===== config.mk =====
export PLATFORM = sky130hd
export DESIGN_NAME = tsp_port
export DESIGN_NICKNAME = d
export VERILOG_FILES = /design/src/tsp_port.v /design/src/tsp_filter.v
export VERILOG_INCLUDE_DIRS = /design/src
export SDC_FILE = /design/constraint.sdc
export NUM_CORES = 1
export LEC_CHECK = 0
export ABC_AREA = 1
export BUFFER_PORTS_ARGS = -buffer_cell sky130_fd_sc_hd__buf_2
export CORE_UTILIZATION = 45
export DETAILED_ROUTE_END_ITERATION = 10
export HOLD_SLACK_MARGIN = 0.08
export PLACE_DENSITY = 0.58
export SLEW_MARGIN = 20
export SYNTH_ARGS = -nofsm -noshare
export SYNTH_HDL_FRONTEND = slang
export SYNTH_SLANG_ARGS = --single-unit

===== constraint.sdc =====
create_clock -name clock -period 2.4 [get_ports clock]
set_clock_uncertainty 0.05 [all_clocks]
set_input_delay 0.48 -clock clock [delete_from_list [all_inputs] [get_ports clock]]
set_output_delay 0.48 -clock clock [all_outputs]
set_load 0.01 [all_outputs]

===== src/tsp_map.vh =====
// Constants for the temperature sensor serial register port.
`ifndef TSP_MAP_VH
`define TSP_MAP_VH

// Register pointer values.
`define TSP_PTR_TEMP 2'h0
`define TSP_PTR_CFG 2'h1
`define TSP_PTR_THYST 2'h2
`define TSP_PTR_TOS 2'h3

// Power-up values, limits in half-degree steps.
`define TSP_CFG_RESET 5'h00
`define TSP_THYST_RESET 9'h096
`define TSP_TOS_RESET 9'h0A0
`define TSP_PTR_RESET 2'h0

// Configuration field positions.
`define TSP_CFG_SHDN 0
`define TSP_CFG_MODE 1
`define TSP_CFG_POL 2
`define TSP_CFG_FQ_LO 3
`define TSP_CFG_FQ_HI 4

// Timing figures and the clock rate they are counted against.
`define TSP_CLK_MHZ 125
`define TSP_CLK_KHZ 125000
`define TSP_TIMEOUT_MS 250
`define TSP_RST_PULSE_NS 1000
`define TSP_FILT_NS 32
`define TSP_RST_CYC ((`TSP_RST_PULSE_NS * `TSP_CLK_MHZ + 999) / 1000)
`define TSP_FILT_CYC ((`TSP_FILT_NS * `TSP_CLK_MHZ + 999) / 1000)
`define TSP_TIMEOUT_CYC (`TSP_TIMEOUT_MS * `TSP_CLK_KHZ)

// Default seven-bit slave address; arbitrary value.
`define TSP_SLAVE_ADDR 7'h48

`endif


===== src/tsp_port.v =====
// Two-wire serial slave port and register file of the temperature sensor.
`timescale 1ns/1ps
`include "tsp_map.vh"
module tsp_port #(
  parameter [6:0] SLAVE_ADDR = `TSP_SLAVE_ADDR,
  parameter TIMEOUT_EN = 1,
  parameter TIMEOUT_CYC = `TSP_TIMEOUT_CYC,
  parameter FILT_CYC = `TSP_FILT_CYC,
  parameter RST_CYC = `TSP_RST_CYC
) (
  input wire clock,
  input wire rst_n,
  input wire clk_en,
  input wire scl_in,
  input wire sda_in,
  output wire sda_out,
  output reg sda_oe_n,
  input wire reset_pin_n,
  input wire [8:0] temp_data,
  input wire temp_update,
  input wire comp_hot,
  input wire comp_event,
  output reg over_temp_alarm_output,
  output wire shutdown,
  output wire [1:0] fault_queue_sel,
  output wire interrupt_mode,
  output wire alarm_polarity
);
  localparam ST_IDLE = 4'h0;
  localparam ST_ADDR = 4'h1;
  localparam ST_ADDR_ACK = 4'h2;
  localparam ST_PTR = 4'h3;
  localparam ST_PTR_ACK = 4'h4;
  localparam ST_WDATA = 4'h5;
  localparam ST_WDATA_ACK = 4'h6;
  localparam ST_RDATA = 4'h7;
  localparam ST_RACK = 4'h8;

  wire scl_f;
  wire sda_f;
  wire pin_rst_f;
  reg scl_d_reg;
  reg sda_d_reg;
  reg [3:0] state_reg;
  reg [3:0] bit_reg;
  reg [7:0] rx_reg;
  reg [7:0] tx_reg;
  reg [1:0] byte_reg;
  reg rw_reg;
  reg mack_reg;
  reg [1:0] ptr_reg;
  reg [4:0] cfg_reg;
  reg [8:0] thyst_reg;
  reg [8:0] tos_reg;
  reg [8:0] temp_reg;
  reg [8:0] snap_reg;
  reg alarm_reg;
  reg [24:0] tmo_reg;
  reg [15:0] rd_word;

  // Both bus lines and the reset pin are synchronised and filtered.
  tsp_filter #(.LEN(FILT_CYC), .CW(8), .INIT(1'b1)) u_scl_filt (
    .clock(clock),
    .rst_n(rst_n),
    .clk_en(clk_en),
    .pin_in(scl_in),
    .level_out(scl_f)
  );
  tsp_filter #(.LEN(FILT_CYC), .CW(8), .INIT(1'b1)) u_sda_filt (
    .clock(clock),
    .rst_n(rst_n),
    .clk_en(clk_en),
    .pin_in(sda_in),
    .level_out(sda_f)
  );
  // A reset pulse counts only once it has stayed low for the minimum width.
  tsp_filter #(.LEN(RST_CYC), .CW(8), .INIT(1'b1)) u_rst_filt (
    .clock(clock),
    .rst_n(rst_n),
    .clk_en(clk_en),
    .pin_in(reset_pin_n),
    .level_out(pin_rst_f)
  );

  wire scl_rise = scl_f & ~scl_d_reg;
  wire scl_fall = ~scl_f & scl_d_reg;
  wire start_cond = scl_f & scl_d_reg & sda_d_reg & ~sda_f;
  wire stop_cond = scl_f & scl_d_reg & ~sda_d_reg & sda_f;
  wire soft_rst = ~pin_rst_f;
  wire bus_tmo = (TIMEOUT_EN != 0) && (tmo_reg >= TIMEOUT_CYC[24:0]);
  wire reading = (state_reg == ST_RDATA) || (state_reg == ST_RACK);

  // The open-drain data pin only ever pulls low.
  assign sda_out = 1'b0;
  assign shutdown = cfg_reg[`TSP_CFG_SHDN];
  assign interrupt_mode = cfg_reg[`TSP_CFG_MODE];
  assign alarm_polarity = cfg_reg[`TSP_CFG_POL];
  assign fault_queue_sel = cfg_reg[`TSP_CFG_FQ_HI:`TSP_CFG_FQ_LO];

  // Word returned for the pointed register; limits read zeros below bit 7.
  always @* begin
    case (ptr_reg)
      `TSP_PTR_TEMP: rd_word = {snap_reg, 7'h00};
      `TSP_PTR_CFG: rd_word = {3'h0, cfg_reg, 3'h0, cfg_reg};
      `TSP_PTR_THYST: rd_word = {thyst_reg, 7'h00};
      default: rd_word = {tos_reg, 7'h00};
    endcase
  end

  // Edge history of the filtered lines and the stuck-low timer.
  always @(posedge clock or negedge rst_n) begin
    if (!rst_n) begin
      scl_d_reg <= 1'b1;
      sda_d_reg <= 1'b1;
      tmo_reg <= 25'h0000000;
    end else if (clk_en) begin
      scl_d_reg <= scl_f;
      sda_d_reg <= sda_f;
      // The timer restarts whenever the data line is seen high.
      if (sda_f || soft_rst || bus_tmo) begin
        tmo_reg <= 25'h0000000;
      end else begin
        tmo_reg <= tmo_reg + 1'b1;
      end
    end
  end

  // Temperature capture; conversions landing during a read are dropped so the
  // word on the wire cannot tear, and the next conversion refreshes it.
  always @(posedge clock or negedge rst_n) begin
    if (!rst_n) begin
      temp_reg <= 9'h000;
    end else if (clk_en) begin
      if (soft_rst) begin
        temp_reg <= 9'h000;
      end else if (temp_update && !reading) begin
        temp_reg <= temp_data;
      end
    end
  end

  // Alarm output: comparator mode follows the comparator, interrupt mode latches
  // events until a read; shutdown clears it. Polarity bit picks the sense.
  always @(posedge clock or negedge rst_n) begin
    if (!rst_n) begin
      alarm_reg <= 1'b0;
      over_temp_alarm_output <= 1'b1;
    end else if (clk_en) begin
      if (soft_rst || cfg_reg[`TSP_CFG_SHDN]) begin
        alarm_reg <= 1'b0;
      end else if (!cfg_reg[`TSP_CFG_MODE]) begin
        alarm_reg <= comp_hot;
      end else if (comp_event) begin
        alarm_reg <= 1'b1; // Set wins over a same-cycle read.
      end else if (state_reg == ST_ADDR_ACK && scl_fall && rw_reg) begin
        alarm_reg <= 1'b0;
      end
      over_temp_alarm_output <= cfg_reg[`TSP_CFG_POL] ? alarm_reg : ~alarm_reg;
    end
  end

  // Bus protocol engine and register writes. Bits are sampled on the rising
  // serial clock and driven on the falling one, so data moves while the clock
  // is high only when a bus timeout or the reset pin releases it.
  always @(posedge clock or negedge rst_n) begin
    if (!rst_n) begin
      state_reg <= ST_IDLE;
      bit_reg <= 4'h0;
      rx_reg <= 8'h00;
      tx_reg <= 8'h00;
      byte_reg <= 2'h0;
      rw_reg <= 1'b0;
      mack_reg <= 1'b0;
      sda_oe_n <= 1'b1;
      ptr_reg <= `TSP_PTR_RESET;
      cfg_reg <= `TSP_CFG_RESET;
      thyst_reg <= `TSP_THYST_RESET;
      tos_reg <= `TSP_TOS_RESET;
      snap_reg <= 9'h000;
    end else if (clk_en) begin
      if (soft_rst) begin
        state_reg <= ST_IDLE;
        sda_oe_n <= 1'b1;
        ptr_reg <= `TSP_PTR_RESET;
        cfg_reg <= `TSP_CFG_RESET;
        thyst_reg <= `TSP_THYST_RESET;
        tos_reg <= `TSP_TOS_RESET;
      end else if (bus_tmo) begin
        state_reg <= ST_IDLE;
        sda_oe_n <= 1'b1;
      end else if (stop_cond) begin
        state_reg <= ST_IDLE;
        sda_oe_n <= 1'b1;
      end else if (start_cond) begin
        // A repeated start lands here too and keeps the pointer.
        state_reg <= ST_ADDR;
        bit_reg <= 4'h0;
        byte_reg <= 2'h0;
        sda_oe_n <= 1'b1;
      end else if (scl_rise) begin
        if (state_reg == ST_ADDR || state_reg == ST_PTR || state_reg == ST_WDATA) begin
          rx_reg <= {rx_reg[6:0], sda_f};
          bit_reg <= bit_reg + 1'b1;
        end else if (state_reg == ST_RDATA) begin
          bit_reg <= bit_reg + 1'b1;
        end else if (state_reg == ST_RACK) begin
          mack_reg <= ~sda_f;
        end
      end else if (scl_fall) begin
        case (state_reg)
          ST_ADDR: begin
            if (bit_reg == 4'h8) begin
              if (rx_reg[7:1] == SLAVE_ADDR) begin
                rw_reg <= rx_reg[0];
                sda_oe_n <= 1'b0;
                state_reg <= ST_ADDR_ACK;
              end else begin
                state_reg <= ST_IDLE;
              end
            end
          end
          ST_ADDR_ACK: begin
            bit_reg <= 4'h0;
            if (rw_reg) begin
              // Address-only read of the pointed register; snapshot now.
              snap_reg <= temp_reg;
              if (ptr_reg == `TSP_PTR_TEMP) begin
                tx_reg <= {temp_reg[7:1], 1'b0};
                sda_oe_n <= temp_reg[8];
              end else begin
                tx_reg <= {rd_word[14:8], 1'b0};
                sda_oe_n <= rd_word[15];
              end
              state_reg <= ST_RDATA;
            end else begin
              sda_oe_n <= 1'b1;
              state_reg <= ST_PTR;
            end
          end
          ST_PTR: begin
            if (bit_reg == 4'h8) begin
              ptr_reg <= rx_reg[1:0];
              sda_oe_n <= 1'b0;
              state_reg <= ST_PTR_ACK;
            end
          end
          ST_WDATA: begin
            if (bit_reg == 4'h8) begin
              sda_oe_n <= 1'b0; // Temperature writes are acked but dropped.
              if (byte_reg != 2'h2) begin
                byte_reg <= byte_reg + 1'b1;
              end
              case (ptr_reg)
                `TSP_PTR_CFG: begin
                  if (byte_reg != 2'h2) begin
                    cfg_reg <= rx_reg[4:0];
                  end
                end
                `TSP_PTR_THYST: begin
                  if (byte_reg == 2'h0) begin
                    thyst_reg <= {rx_reg, 1'b0};
                  end else if (byte_reg == 2'h1) begin
                    thyst_reg[0] <= rx_reg[7];
                  end
                end
                `TSP_PTR_TOS: begin
                  if (byte_reg == 2'h0) begin
                    tos_reg <= {rx_reg, 1'b0};
                  end else if (byte_reg == 2'h1) begin
                    tos_reg[0] <= rx_reg[7];
                  end
                end
                default: begin
                  byte_reg <= byte_reg;
                end
              endcase
              state_reg <= ST_WDATA_ACK;
            end
          end
          ST_PTR_ACK, ST_WDATA_ACK: begin
            sda_oe_n <= 1'b1;
            bit_reg <= 4'h0;
            state_reg <= ST_WDATA;
          end
          ST_RDATA: begin
            if (bit_reg == 4'h8) begin
              sda_oe_n <= 1'b1; // Data line freed for the master's ack slot.
              state_reg <= ST_RACK;
            end else begin
              sda_oe_n <= tx_reg[7];
              tx_reg <= {tx_reg[6:0], 1'b0};
            end
          end
          ST_RACK: begin
            bit_reg <= 4'h0;
            if (mack_reg) begin
              // Bytes alternate high then low for as long as the master acks.
              byte_reg <= byte_reg + 1'b1;
              if (byte_reg[0]) begin
                tx_reg <= {rd_word[14:8], 1'b0};
                sda_oe_n <= rd_word[15];
              end else begin
                tx_reg <= {rd_word[6:0], 1'b0};
                sda_oe_n <= rd_word[7];
              end
              state_reg <= ST_RDATA;
            end else begin
              state_reg <= ST_IDLE;
            end
          end
          default: begin
            sda_oe_n <= 1'b1;
          end
        endcase
      end
    end
  end
endmodule


===== src/tsp_filter.v =====
// Synchroniser and stability filter for one asynchronous input pin.
`timescale 1ns/1ps
module tsp_filter #(
  parameter LEN = 4,
  parameter CW = 8,
  parameter INIT = 1'b1
) (
  input wire clock,
  input wire rst_n,
  input wire clk_en,
  input wire pin_in,
  output reg level_out
);
  reg meta_reg;
  reg sync_reg;
  reg [CW-1:0] cnt_reg;

  // Two flops bring the pin into the clock domain; the level then changes only
  // after the new value has held for LEN cycles, which swallows short glitches.
  always @(posedge clock or negedge rst_n) begin
    if (!rst_n) begin
      meta_reg <= INIT;
      sync_reg <= INIT;
      cnt_reg <= {CW{1'b0}};
      level_out <= INIT;
    end else if (clk_en) begin
      meta_reg <= pin_in;
      sync_reg <= meta_reg;
      if (sync_reg == level_out) begin
        cnt_reg <= {CW{1'b0}};
      end else if (cnt_reg >= LEN[CW-1:0] - 1'b1) begin
        cnt_reg <= {CW{1'b0}};
        level_out <= sync_reg;
      end else begin
        cnt_reg <= cnt_reg + 1'b1;
      end
    end
  end
endmodule


==> qor.txt, run 1 <==
Kind of cell adding the most delay to the critical path - simple AND/OR/NAND/NOR gates
FILL cells - 1569
Die W - 131 um
Internal - 4.46 mW
Syn Std Cell Area - 0.00750 mm^2
Async set-or-reset flop fraction in the synthesized netlist - 100%
H-tree Lvls - 4
RePlAce Congestion - 0.904
Crit path arrival time - 2330 ps
Sequential Power Share - 41.4%
Comb pwr share - 19.6%
Residual DRC - 0
Largest cells by area after synthesis - dfrtp_1 38%, nand2_1 15%, dfstp_2 6.7%
Final ANT Viol Nets - 0
Die area - 0.0172 mm^2
Via count - 6291
Remaining Overflow, GRT - 0
Clock slew at reported path FFs - 60 ps
Diodes inserted - 0
Floorplan row count - 46
Die H - 131 um
Synth Area per Inst - 7.53 um^2
Port bufs - 24
Most used DFF post-synth - dfrtp_1
WL/cell - 14.0 um
Ratio of cells with drive above 1 in the final layout - 14.3%
Post-synth cell types - 48
Worst path buffer plus inverter count - 0
Switching Fraction - 31.3%
Peak Freq - 478 MHz
Slew Viols, Final - 0
Placed Cells - 1226
Root Driver - clkbuf_16
DRT iter0 DRCs - 381
Post-Synthesis Cells - 995
Min cycle time layout - 2090 ps
Final hold vios - 0
# clock sinks - 133
Worst setup EP type - flop
Final period util - 87.1%
Yosys top cell by area - dfrtp_1
Number of detailed-route iterations in the first pass - 5
Max incr delay on CP - 570 ps
Switching power - 2.03 mW
Synth Net Count - 1027
Slowest stage cell, crit path - dfstp_2
Min-Delay Path Class - in2reg
First-pass GRT wire length - 29.1 mm
RSZ-0062 raised after global routing - false
LEAKAGE - 4.27 nW
Max_cap viols - 0
GRT Util Overall - 22.1%
Most frequent CP cell - nand2_1
# setup viols final - 0
Most frequent cells in the layout - 301 x nand2_1, 115 x nor2_1, 114 x dfrtp_1, 99 x inv_1, 97 x nand3_1
Max FFs per register - 25
Cts bufs inserted - 17
Initial Util - 46.7%
Worst setup path class - reg2reg
Post-synth EDFFs - 0
Core ar. - 0.0161 mm^2
Seq/Total Area, Yosys - 44.7%
Run status - completed
Flop and latch count out of synthesis - 133
I/O Pins - 26
TritonCTS clock tree - built
Final #Nets - 1062
Yosys top cell area share - 38.1%
Cell Pwr Density - 768 mW/mm^2
Clock Path Buffers - 2
Post-Route WL - 17.6 mm
Largest net degree at the start of global routing - 50
Vias per cell - 5.00
Post-Layout Cell Count - 1259
Synth warn - 0
Post_cts resized - 0
Worst-Skew Late Latency - 410 ps
Antenna violations before repair - 0
Setup TNS - 0 ps
Most common cell after layout, fill and taps aside - nand2_1
Crit path cell chain - ha_1 > nand2_1 > nor2_2 > nor2_1 > nand2_1 > nand2_1 > a31oi_1 > nand2_1 > nand2_1 > o21ai_1
Worst EP required - 2640 ps
Vias in the first global route - 5957
Area growth from synthesis to layout - 12.7%
Max rail drop VDD - 0.687 mV
Clock share of power - 39.1%
Type of origin of the critical path - flop
Max FO, Critical Path - 8
DP HPWL - 13.0 mm
## per-layer routing
metal  track usage (%)  share of wire (%)
met1              28.3                 46
met2              37.8                 48
met3              4.34                3.4
met4              6.76                2.0
met5                 0                  0
## repair_timing
| item | 4_1_cts | 5_1_grt |
|---|---|---|
| hold endpoints to repair | 36 | 0 |
| buffers inserted | 0 | 0 |
| hold buffers | 1 | 0 |
## logic make-up (layout without fill, tap and decap cells)
group / Yosys count / count (layout) / share of synthesized area [%]
adder cells (fa/ha/maj): 14 / 14 / 2.34
multiplexers: 1 / 1 / 0.134
XOR/XNOR: 25 / 25 / 2.92
AND/OR/NAND/NOR: 582 / 582 / 34.7
AO/OA/AOI/OAI: 100 / 100 / 7.23
flip-flops: 133 / 133 / 44.7
buffers and inverters: 139 / 187 / 7.91
other: 1 / 1 / 0.0500
## through the flow
| step | util, % | cell area (um^2) | setup slack, ps | total power, mW | hold WS (ps) |
|---|---|---|---|---|---|
| 5_1_grt | 52.6 | 8450 | 115 | 6.85 | 235 |
| 3_3_place_gp | 49.0 | 7870 | 339 | 3.99 | 384 |
| 2_1_floorplan | - | 7500 | 580 | 3.66 | 134 |
| 6_report | 52.6 | 8450 | 309 | 6.49 | 218 |
| 3_5_place_dp | 49.0 | 7870 | 309 | 4.00 | 382 |
| 4_1_cts | 52.6 | 8450 | 302 | 6.57 | 204 |
## Yosys cell counts (6+ instances only)
| master | instances |
|---|---|
| nand2_2 | 11 |
| nor2_2 | 8 |
| nand4_1 | 11 |
| dfrtp_1 | 114 |
| nor3_1 | 11 |
| xor2_1 | 20 |
| ha_1 | 14 |
| clkbuf_1 | 6 |
| inv_1 | 99 |
| inv_2 | 16 |
| o21ai_1 | 29 |
| nand2_1 | 301 |
| dfstp_2 | 19 |
| a21oi_1 | 22 |
| nor2_1 | 115 |
| buf_2 | 6 |
| o21ai_0 | 37 |
| nor2_4 | 7 |
| nand3_1 | 97 |
## worst paths after layout
path,start,to,slack [ps],depth (start not counted)
max reg2reg,u_scl_filt.level_out,bit_reg[0],310,10
min,sda_in,u_sda_filt.meta_reg,220,3
min in group asynchronous,rst_n,temp_reg[7],500,2
max in group asynchronous,rst_n,sda_oe_n,1090,3
min reg2reg,sda_oe_n,sda_oe_n,410,2
max,u_scl_filt.level_out,bit_reg[0],310,10
## power by group through the flow
stage / registers (mW) / clock network (mW) / logic [mW]
after global routing: 2.72 / 2.70 / 1.43
final: 2.69 / 2.54 / 1.27
after floorplan: 2.67 / 0 / 0.986
after CTS: 2.69 / 2.60 / 1.29
after detailed placement: 2.72 / 0 / 1.28
after global placement: 2.72 / 0 / 1.27
## worst register-to-register path: stages (launching register included)
cell and delay, ps:
dfstp_2 570, ha_1 210, nand2_1 80, nor2_2 270, nor2_1 150, nand2_1 80
nand2_1 50, a31oi_1 130, nand2_1 200, nand2_1 110, o21ai_1 70
## final cells by class
cell class / count / area [um^2] / area share [%]
tap: 216 / 270 / 3.20
clock buffer: 20 / 447 / 5.29
multi-input combinational: 723 / 3550 / 42.0
timing repair buffer: 38 / 259 / 3.06
clock inverter: 12 / 129 / 1.53
sequential: 133 / 3350 / 39.7
inverter: 117 / 442 / 5.23
No activity file was read; power rests on OpenSTA's default activity.
==> inputs of run 2 (changes only) <==
--- a/config.mk
+++ b/config.mk
@@ -6,12 +6,11 @@
 export SDC_FILE = /design/constraint.sdc
 export NUM_CORES = 1
 export LEC_CHECK = 0
-export ABC_AREA = 1
 export BUFFER_PORTS_ARGS = -buffer_cell sky130_fd_sc_hd__buf_2
 export CORE_UTILIZATION = 45
 export DETAILED_ROUTE_END_ITERATION = 10
 export HOLD_SLACK_MARGIN = 0.08
-export PLACE_DENSITY = 0.58
+export PLACE_DENSITY = 0.68
 export SLEW_MARGIN = 20
 export SYNTH_ARGS = -nofsm -noshare
 export SYNTH_HDL_FRONTEND = slang
==> qor.txt, run 2 <==
Met3 routed WL - 885 um (was 597 um)
Most frequent cell after synthesis - dfrtp_1 (was nand2_1)
# setup viols final - 0 (unchanged)
RePlAce Congestion - 0.910 (was 0.904)
Normalized max-slew margin - 59.9%
Post-Route WL - 17.6 mm (about the same)
M1 WL - 8.06 mm (was 8.14 mm)
Residual DRC - 0 (unchanged)
Clock Path Buffers - 2 (unchanged)
Vias in the first global route - 5801 (was 5957)
Internal - 4.41 mW (was 4.46 mW)
Most used DFF post-synth - dfrtp_1 (unchanged)
Area growth from synthesis to layout - 17.2% (was 12.7%)
Slew Viols, Final - 0 (unchanged)
Final hold vios - 0 (unchanged)
Max FO, Critical Path - 4 (was 8)
Clock share of power - 38.5% (was 39.1%)
Run status - completed (unchanged)
Storage cell area - 0.00335 mm^2 (about the same)
Peak Freq - 441 MHz (was 478 MHz)
Switching Fraction - 30.8% (was 31.3%)
Max rail drop VDD - 0.544 mV (was 0.687 mV)
DRT iter0 DRCs - 423 (was 381)
Crit path arrival time - 2520 ps (was 2330 ps)
Via count - 5841 (was 6291)
Synth warn - 0 (unchanged)
LEAKAGE - 3.86 nW (was 4.27 nW)
DP Area - 0.00790 mm^2 (was 0.00787 mm^2)
Syn Std Cell Area - 0.00725 mm^2 (was 0.00750 mm^2)
Min-delay src - scl_in (was sda_in)
Worst-Skew Late Latency - 420 ps (was 410 ps)
Post-Layout Cell Count - 1013 (was 1259)
First-pass GRT wire length - 29.3 mm (was 29.1 mm)
Largest net degree at the start of global routing - 58 (was 50)
Worst r2r path cells - 5 (was 10)
Cts bufs inserted - 17 (unchanged)
Yosys top cell area share - 39.4% (was 38.1%)
TritonCTS clock tree - built (unchanged)
Antenna violations before repair - 0 (unchanged)
Seq/Total Area, Yosys - 46.3% (was 44.7%)
Flop and latch count out of synthesis - 133 (unchanged)
Root Driver - clkbuf_16 (unchanged)
Setup TNS - 0 ps (unchanged)
Min-Delay Path Class - in2reg (unchanged)
Reg2reg start - tmo_reg[22] (was u_scl_filt.level_out)
Number of detailed-route iterations in the first pass - 5 (unchanged)
Comb pwr share - 19.7% (was 19.6%)
Synth Area per Inst - 9.93 um^2 (was 7.53 um^2)
Ratio of cells with drive above 1 in the final layout - 22.8% (was 14.3%)
Post-synth EDFFs - 0 (unchanged)
Min cycle time layout - 2270 ps (was 2090 ps)
Dpl ws - -34.6 ps (was 309 ps)
Hold Path Sink - u_scl_filt.meta_reg (was u_sda_filt.meta_reg)
Type of origin of the critical path - flop (unchanged)
Most instantiated cells after synthesis - 114 x dfrtp_1, 57 x nor2_1, 48 x nand2_1 (was 301 x nand2_1, 115 x nor2_1, 114 x dfrtp_1)
Remaining Overflow, GRT - 0 (unchanged)
Max_cap viols - 0 (unchanged)
Worst EP required - 2650 ps (was 2640 ps)
DP HPWL - 12.5 mm (was 13.0 mm)
Met2 wire len - 8.29 mm (was 8.52 mm)
Area of the multi-input gates - 0.00361 mm^2 (was 0.00355 mm^2)
Final #Nets - 816 (was 1062)
Sequential Power Share - 41.9% (was 41.4%)
Initial Util - 45.8% (was 46.7%)
Vias per cell - 5.77 (was 5.00)
Yosys top cell by area - dfrtp_1 (unchanged)
Worst path buffer plus inverter count - 0 (unchanged)
Final ANT Viol Nets - 0 (unchanged)
Final period util - 94.5% (was 87.1%)
Crit path cell chain - nand3_1 > or4_1 > o21ai_0 > o21ai_1 > a22o_1 (was ha_1 > nand2_1 > nor2_2 > nor2_1 > nand2_1 > nand2_1 > a31oi_1 > nand2_1 > nand2_1 > o21ai_1)
Switching power - 1.96 mW (was 2.03 mW)
Diodes inserted - 0 (unchanged)
Die H - 129 um (was 131 um)
GRT Util Overall - 22.9% (was 22.1%)
Largest cells by area after synthesis - dfrtp_1 39%, dfstp_2 6.9%, mux2_2 4.4% (was dfrtp_1 38%, nand2_1 15%, dfstp_2 6.7%)
Post-synth cell types - 71 (was 48)
Port bufs - 24 (unchanged)
# clock sinks - 133 (unchanged)
Worst hold stages - 2 (was 3)
Most frequent cells in the layout - 113 x dfrtp_1, 55 x nor2_1, 48 x nand2_1, 44 x buf_4 (was 301 x nand2_1, 115 x nor2_1, 114 x dfrtp_1, 99 x inv_1, 97 x nand3_1)
Cell count along the critical path - 5 (was 10)
Fin worst setup slack - 132 ps (was 309 ps)
Most common cell after layout, fill and taps aside - dfrtp_1 (was nand2_1)
Async set-or-reset flop fraction in the synthesized netlist - 100% (unchanged)
RSZ-0062 raised after global routing - false (unchanged)
Max incr delay on CP - 590 ps (was 570 ps)
Die area - 0.0166 mm^2 (was 0.0172 mm^2)
Worst-Margin Slew - 600 ps
Post-Synthesis Cells - 730 (was 995)
I/O Pins - 26 (unchanged)
Kind of cell adding the most delay to the critical path - compound AO/OA/AOI/OAI gates (was simple AND/OR/NAND/NOR gates)
Cell Pwr Density - 749 mW/mm^2 (was 768 mW/mm^2)
FILL cells - 1437 (was 1569)
Worst setup EP type - flop (unchanged)
H-tree Lvls - 4 (unchanged)
Reg-to-reg endpoint - state_reg[3] (was bit_reg[0])
R2R setup slack - 130 ps (was 310 ps)
Clock slew at reported path FFs - 60 ps (about the same)
Top sig layer - met4 (unchanged)
Placed Cells - 980 (was 1226)
Die W - 129 um (was 131 um)
Max FFs per register - 25 (unchanged)
Synth Net Count - 762 (was 1027)
Core ar. - 0.0158 mm^2 (was 0.0161 mm^2)
Floorplan row count - 46 (unchanged)
Postcts setup bufs - 0 (unchanged)
Fin area - 0.00849 mm^2 (was 0.00845 mm^2)
Worst setup path class - reg2reg (unchanged)
WL/cell - 17.4 um (was 14.0 um)
Slowest stage cell, crit path - or4_1 (was dfstp_2)
==> run 2: kinds of logic (layout without fill, tap and decap cells) <==
logic type | after synthesis | in the layout | synth area share (%)
other | 1 | 1 | 0.0518
muxes | 53 | 53 | 8.98
xor gates and xnor gates | 27 | 27 | 3.26
and+or+nand+nor | 262 | 262 | 19.0
buffers and inverters | 78 | 145 | 4.37
adders and majority gates | 14 | 14 | 2.42
AOI/OAI and AO/OA | 162 | 162 | 15.6
DFF | 133 | 133 | 46.3
==> run 2: power by group through the flow <==
stage / sequential (mW) / clock [mW] / combinational, mW
floorplan: 2.65 / 0 / 0.823
CTS: 2.67 / 2.50 / 1.24
finish: 2.67 / 2.45 / 1.25
detailed placement: 2.70 / 0 / 1.23
global placement: 2.69 / 0 / 1.19
global route: 2.70 / 2.61 / 1.40
==> run 2: area by class of cell <==
class	count	share of cell area, %
multi-input cells	519	42.5
flip-flops and latches	133	39.5
repair buffers	73	6.54
clock buffers	17	5.01
well taps	216	3.18
inverters	40	1.77
clock inverters	15	1.55
==> run 2: what timing repair did <==
action / CTS / global route
endpoints found under the setup margin: 7 / 22
hold endpoints to repair: 21 / 0
resized for setup: 1 / 8
hold buffers: 1 / 0
==> run 2: worst reg2reg max path, delay by kind of cell (launching register included) <==
family	cells	cell delay, ps
AOI/OAI and AO/OA	3	990
and+or+nand+nor	2	720
DFF	1	400
==> run 2: routing by layer <==
layer	up-vias	track usage [%]
met5	-	0
met4	0	7.61
met1	2893	30.7
met3	34	5.86
met2	146	36.0
li1	2768	-
==> run 2: worst max-delay path by stage <==
stage	startpoint	end	slack, ps
final	tmo_reg[22]	state_reg[3]	130
after global routing	u_scl_filt.level_out	thyst_reg[4]	1
after CTS	u_scl_filt.level_out	tos_reg[3]	20
after detailed placement	state_reg[2]	tx_reg[3]	-30
after global placement	scl_d_reg	cfg_reg[0]	6
after floorplan	state_reg[0]	tx_reg[1]	180
==> run 2: stage by stage <==
step / power, mW / util (%) / hold WS, ps
2_1_floorplan: 3.47 / - / 134
3_3_place_gp: 3.88 / 49.9 / 365
3_5_place_dp: 3.93 / 49.9 / 372
4_1_cts: 6.42 / 53.5 / 233
5_1_grt: 6.70 / 53.7 / 237
6_report: 6.37 / 53.7 / 245
==> inputs of run 3 (changes only) <==
--- a/config.mk
+++ b/config.mk
@@ -6,6 +6,7 @@
 export SDC_FILE = /design/constraint.sdc
 export NUM_CORES = 1
 export LEC_CHECK = 0
+export ABC_AREA = 1
 export BUFFER_PORTS_ARGS = -buffer_cell sky130_fd_sc_hd__buf_2
 export CORE_UTILIZATION = 45
 export DETAILED_ROUTE_END_ITERATION = 10
==> qor.txt, run 3 (same netlist as run 1, synthesis figures left out) <==
Run status - completed (unchanged)
Max FO, Critical Path - 9 (was 4)
Port bufs - 24 (unchanged)
Final period util - 87.1% (was 94.5%)
Die W - 131 um (was 129 um)
Final ANT Viol Nets - 0 (unchanged)
Worst path buffer plus inverter count - 2 (was 0)
Switching Fraction - 29.7% (was 30.8%)
Root Driver - clkbuf_16 (unchanged)
Core ar. - 0.0161 mm^2 (was 0.0158 mm^2)
Worst EP required - 2650 ps (about the same)
RSZ-0062 raised after global routing - false (unchanged)
Comb pwr share - 18.6% (was 19.7%)
Slowest stage cell, crit path - dfstp_2 (was or4_1)
Area growth from synthesis to layout - 13.3% (was 17.2%)
Final #Nets - 1060 (was 816)
Initial Util - 46.7% (was 45.8%)
DP HPWL - 13.0 mm (was 12.5 mm)
Clock Path Buffers - 2 (unchanged)
Most frequent CP cell - nand2_1
Final hold vios - 0 (unchanged)
Post-Route WL - 17.7 mm (was 17.6 mm)
Residual DRC - 0 (unchanged)
GRT Util Overall - 22.5% (was 22.9%)
Sequential Power Share - 39.7% (was 41.9%)
WHS - 208 ps (was 245 ps)
R2R setup slack - 310 ps (was 130 ps)
TritonCTS clock tree - built (unchanged)
Max rail drop VDD - 0.618 mV (was 0.544 mV)
Fin util - 52.9% (was 53.7%)
First-pass GRT wire length - 29.5 mm (was 29.3 mm)
Setup TNS - 0 ps (unchanged)
Fin area - 0.00849 mm^2 (unchanged)
H-tree Lvls - 4 (unchanged)
Remaining Overflow, GRT - 0 (unchanged)
Diodes inserted - 0 (unchanged)
Most frequent cells in the layout - 301 x nand2_1, 115 x nor2_1, 114 x dfrtp_1, 99 x inv_1, 97 x nand3_1 (was 113 x dfrtp_1, 55 x nor2_1, 48 x nand2_1, 44 x buf_4)
Slew Viols, Final - 0 (unchanged)
RePlAce Congestion - 0.945 (was 0.910)
Vias per cell - 5.02 (was 5.77)
Switching power - 2.01 mW (was 1.96 mW)
I/O Pins - 26 (unchanged)
Cell Pwr Density - 799 mW/mm^2 (was 749 mW/mm^2)
Die H - 131 um (was 129 um)
Min cycle time layout - 2090 ps (was 2270 ps)
Internal - 4.77 mW (was 4.41 mW)
Via count - 6316 (was 5841)
Crit path arrival time - 2340 ps (was 2520 ps)
Max incr delay on CP - 540 ps (was 590 ps)
Crit path cell chain - ha_1 > inv_1 > nor2_1 > nand3_1 > a21oi_1 > nand4_1 > nor2_4 > inv_2 > nand2_1 > nand2_1 (was nand3_1 > or4_1 > o21ai_0 > o21ai_1 > a22o_1)
Die area - 0.0172 mm^2 (was 0.0166 mm^2)
Type of origin of the critical path - flop (unchanged)
Number of detailed-route iterations in the first pass - 5 (unchanged)
Max FFs per register - 25 (unchanged)
Worst setup EP type - flop (unchanged)
DP Area - 0.00784 mm^2 (was 0.00790 mm^2)
# setup viols final - 0 (unchanged)
Cts bufs inserted - 17 (unchanged)
Antenna violations before repair - 0 (unchanged)
Most common cell after layout, fill and taps aside - nand2_1 (was dfrtp_1)
Largest net degree at the start of global routing - 52 (was 58)
# clock sinks - 133 (unchanged)
LEAKAGE - 4.29 nW (was 3.86 nW)
Max_cap viols - 0 (unchanged)
Min-Delay Path Class - in2reg (unchanged)
Worst-Skew Late Latency - 420 ps (about the same)
Floorplan row count - 46 (unchanged)
Vias in the first global route - 6168 (was 5801)
Kind of cell adding the most delay to the critical path - simple AND/OR/NAND/NOR gates (was compound AO/OA/AOI/OAI gates)
Clock slew at reported path FFs - 60 ps (about the same)
Worst setup path class - reg2reg (unchanged)
Clock share of power - 41.7% (was 38.5%)
WL/cell - 14.1 um (was 17.4 um)
Peak Freq - 478 MHz (was 441 MHz)
DRT iter0 DRCs - 402 (was 423)
Post_cts resized - 0 (was 1)
Ratio of cells with drive above 1 in the final layout - 14.1% (was 22.8%)
==> run 3: changes by cell type in the layout (fill, tap and decap cells not counted), moves of 12 or more <==
cell | previous run | this run
a22oi_1 | 12 | 0
and3_1 | 18 | 2
buf_4 | 44 | 10
inv_1 | 39 | 99
inv_2 | 0 | 16
mux2_2 | 28 | 0
mux2i_1 | 14 | 1
nand2_1 | 48 | 301
nand3_1 | 39 | 97
nor2_1 | 55 | 115
nor2b_1 | 14 | 0
o21ai_1 | 5 | 29
==> run 3: through the flow <==
step | cells | total power, mW | worst slack, ps
5_1_grt | 1257 | 7.12 | 97.3
3_5_place_dp | 1224 | 3.98 | 339
4_1_cts | 1257 | 6.84 | 308
3_3_place_gp | 1224 | 3.95 | 337
6_report | 1257 | 6.79 | 309
2_1_floorplan | 995 | 3.66 | 580
==> run 3: repair_timing <==
| item | 4_1_cts | 5_1_grt |
|---|---|---|
| hold buffers | 1 | 0 |
| setup buffers | 0 | 0 |
| endpoints found under the setup margin | 0 | 0 |
| endpoints found under the hold margin | 40 | 0 |
==> run 3: final timing paths <==
kind                              start                  end  depth (start not counted)
setup / recovery              scl_d_reg            tx_reg[2]                         10
hold / removal                   scl_in  u_scl_filt.meta_reg                          3
setup reg to reg              scl_d_reg            tx_reg[2]                         10
hold reg to reg            thyst_reg[7]         thyst_reg[7]                          2
max in group asynchronous         rst_n         thyst_reg[1]                          3
min in group asynchronous         rst_n          snap_reg[3]                          2
==> run 3: area by class of cell <==
type	count	area [um^2]
clock buffers	24	502
clock inverters	8	145
fillers	1499	7560
inverters	117	442
multi-input cells	723	3550
flip-flops and latches	133	3350
well taps	216	270
repair buffers	36	231
==> run 3: tightest hold or removal path, delay by kind of cell <==
| kind | cells | cell delay, ps |
|---|---|---|
| buffers and inverters | 1 | 90 |
| AND/OR/NAND/NOR | 2 | 100 |
==> run 3: routing by layer <==
layer  vias to the layer above  global-route usage, %  share of wire (%)
li1                       3221                      -                  -
met1                      2935                   29.0                 47
met2                       132                   37.4                 47
met3                        28                   4.10                3.2
met4                         0                   9.13                2.4
met5                         -                      0                  0
==> run 3: power by group through the flow <==
stage	sequential, mW	clock [mW]	combinational, mW
floorplan	2.67	0	0.986
global placement	2.72	0	1.23
detailed placement	2.72	0	1.25
CTS	2.69	2.87	1.27
global route	2.72	2.96	1.44
finish	2.69	2.83	1.26
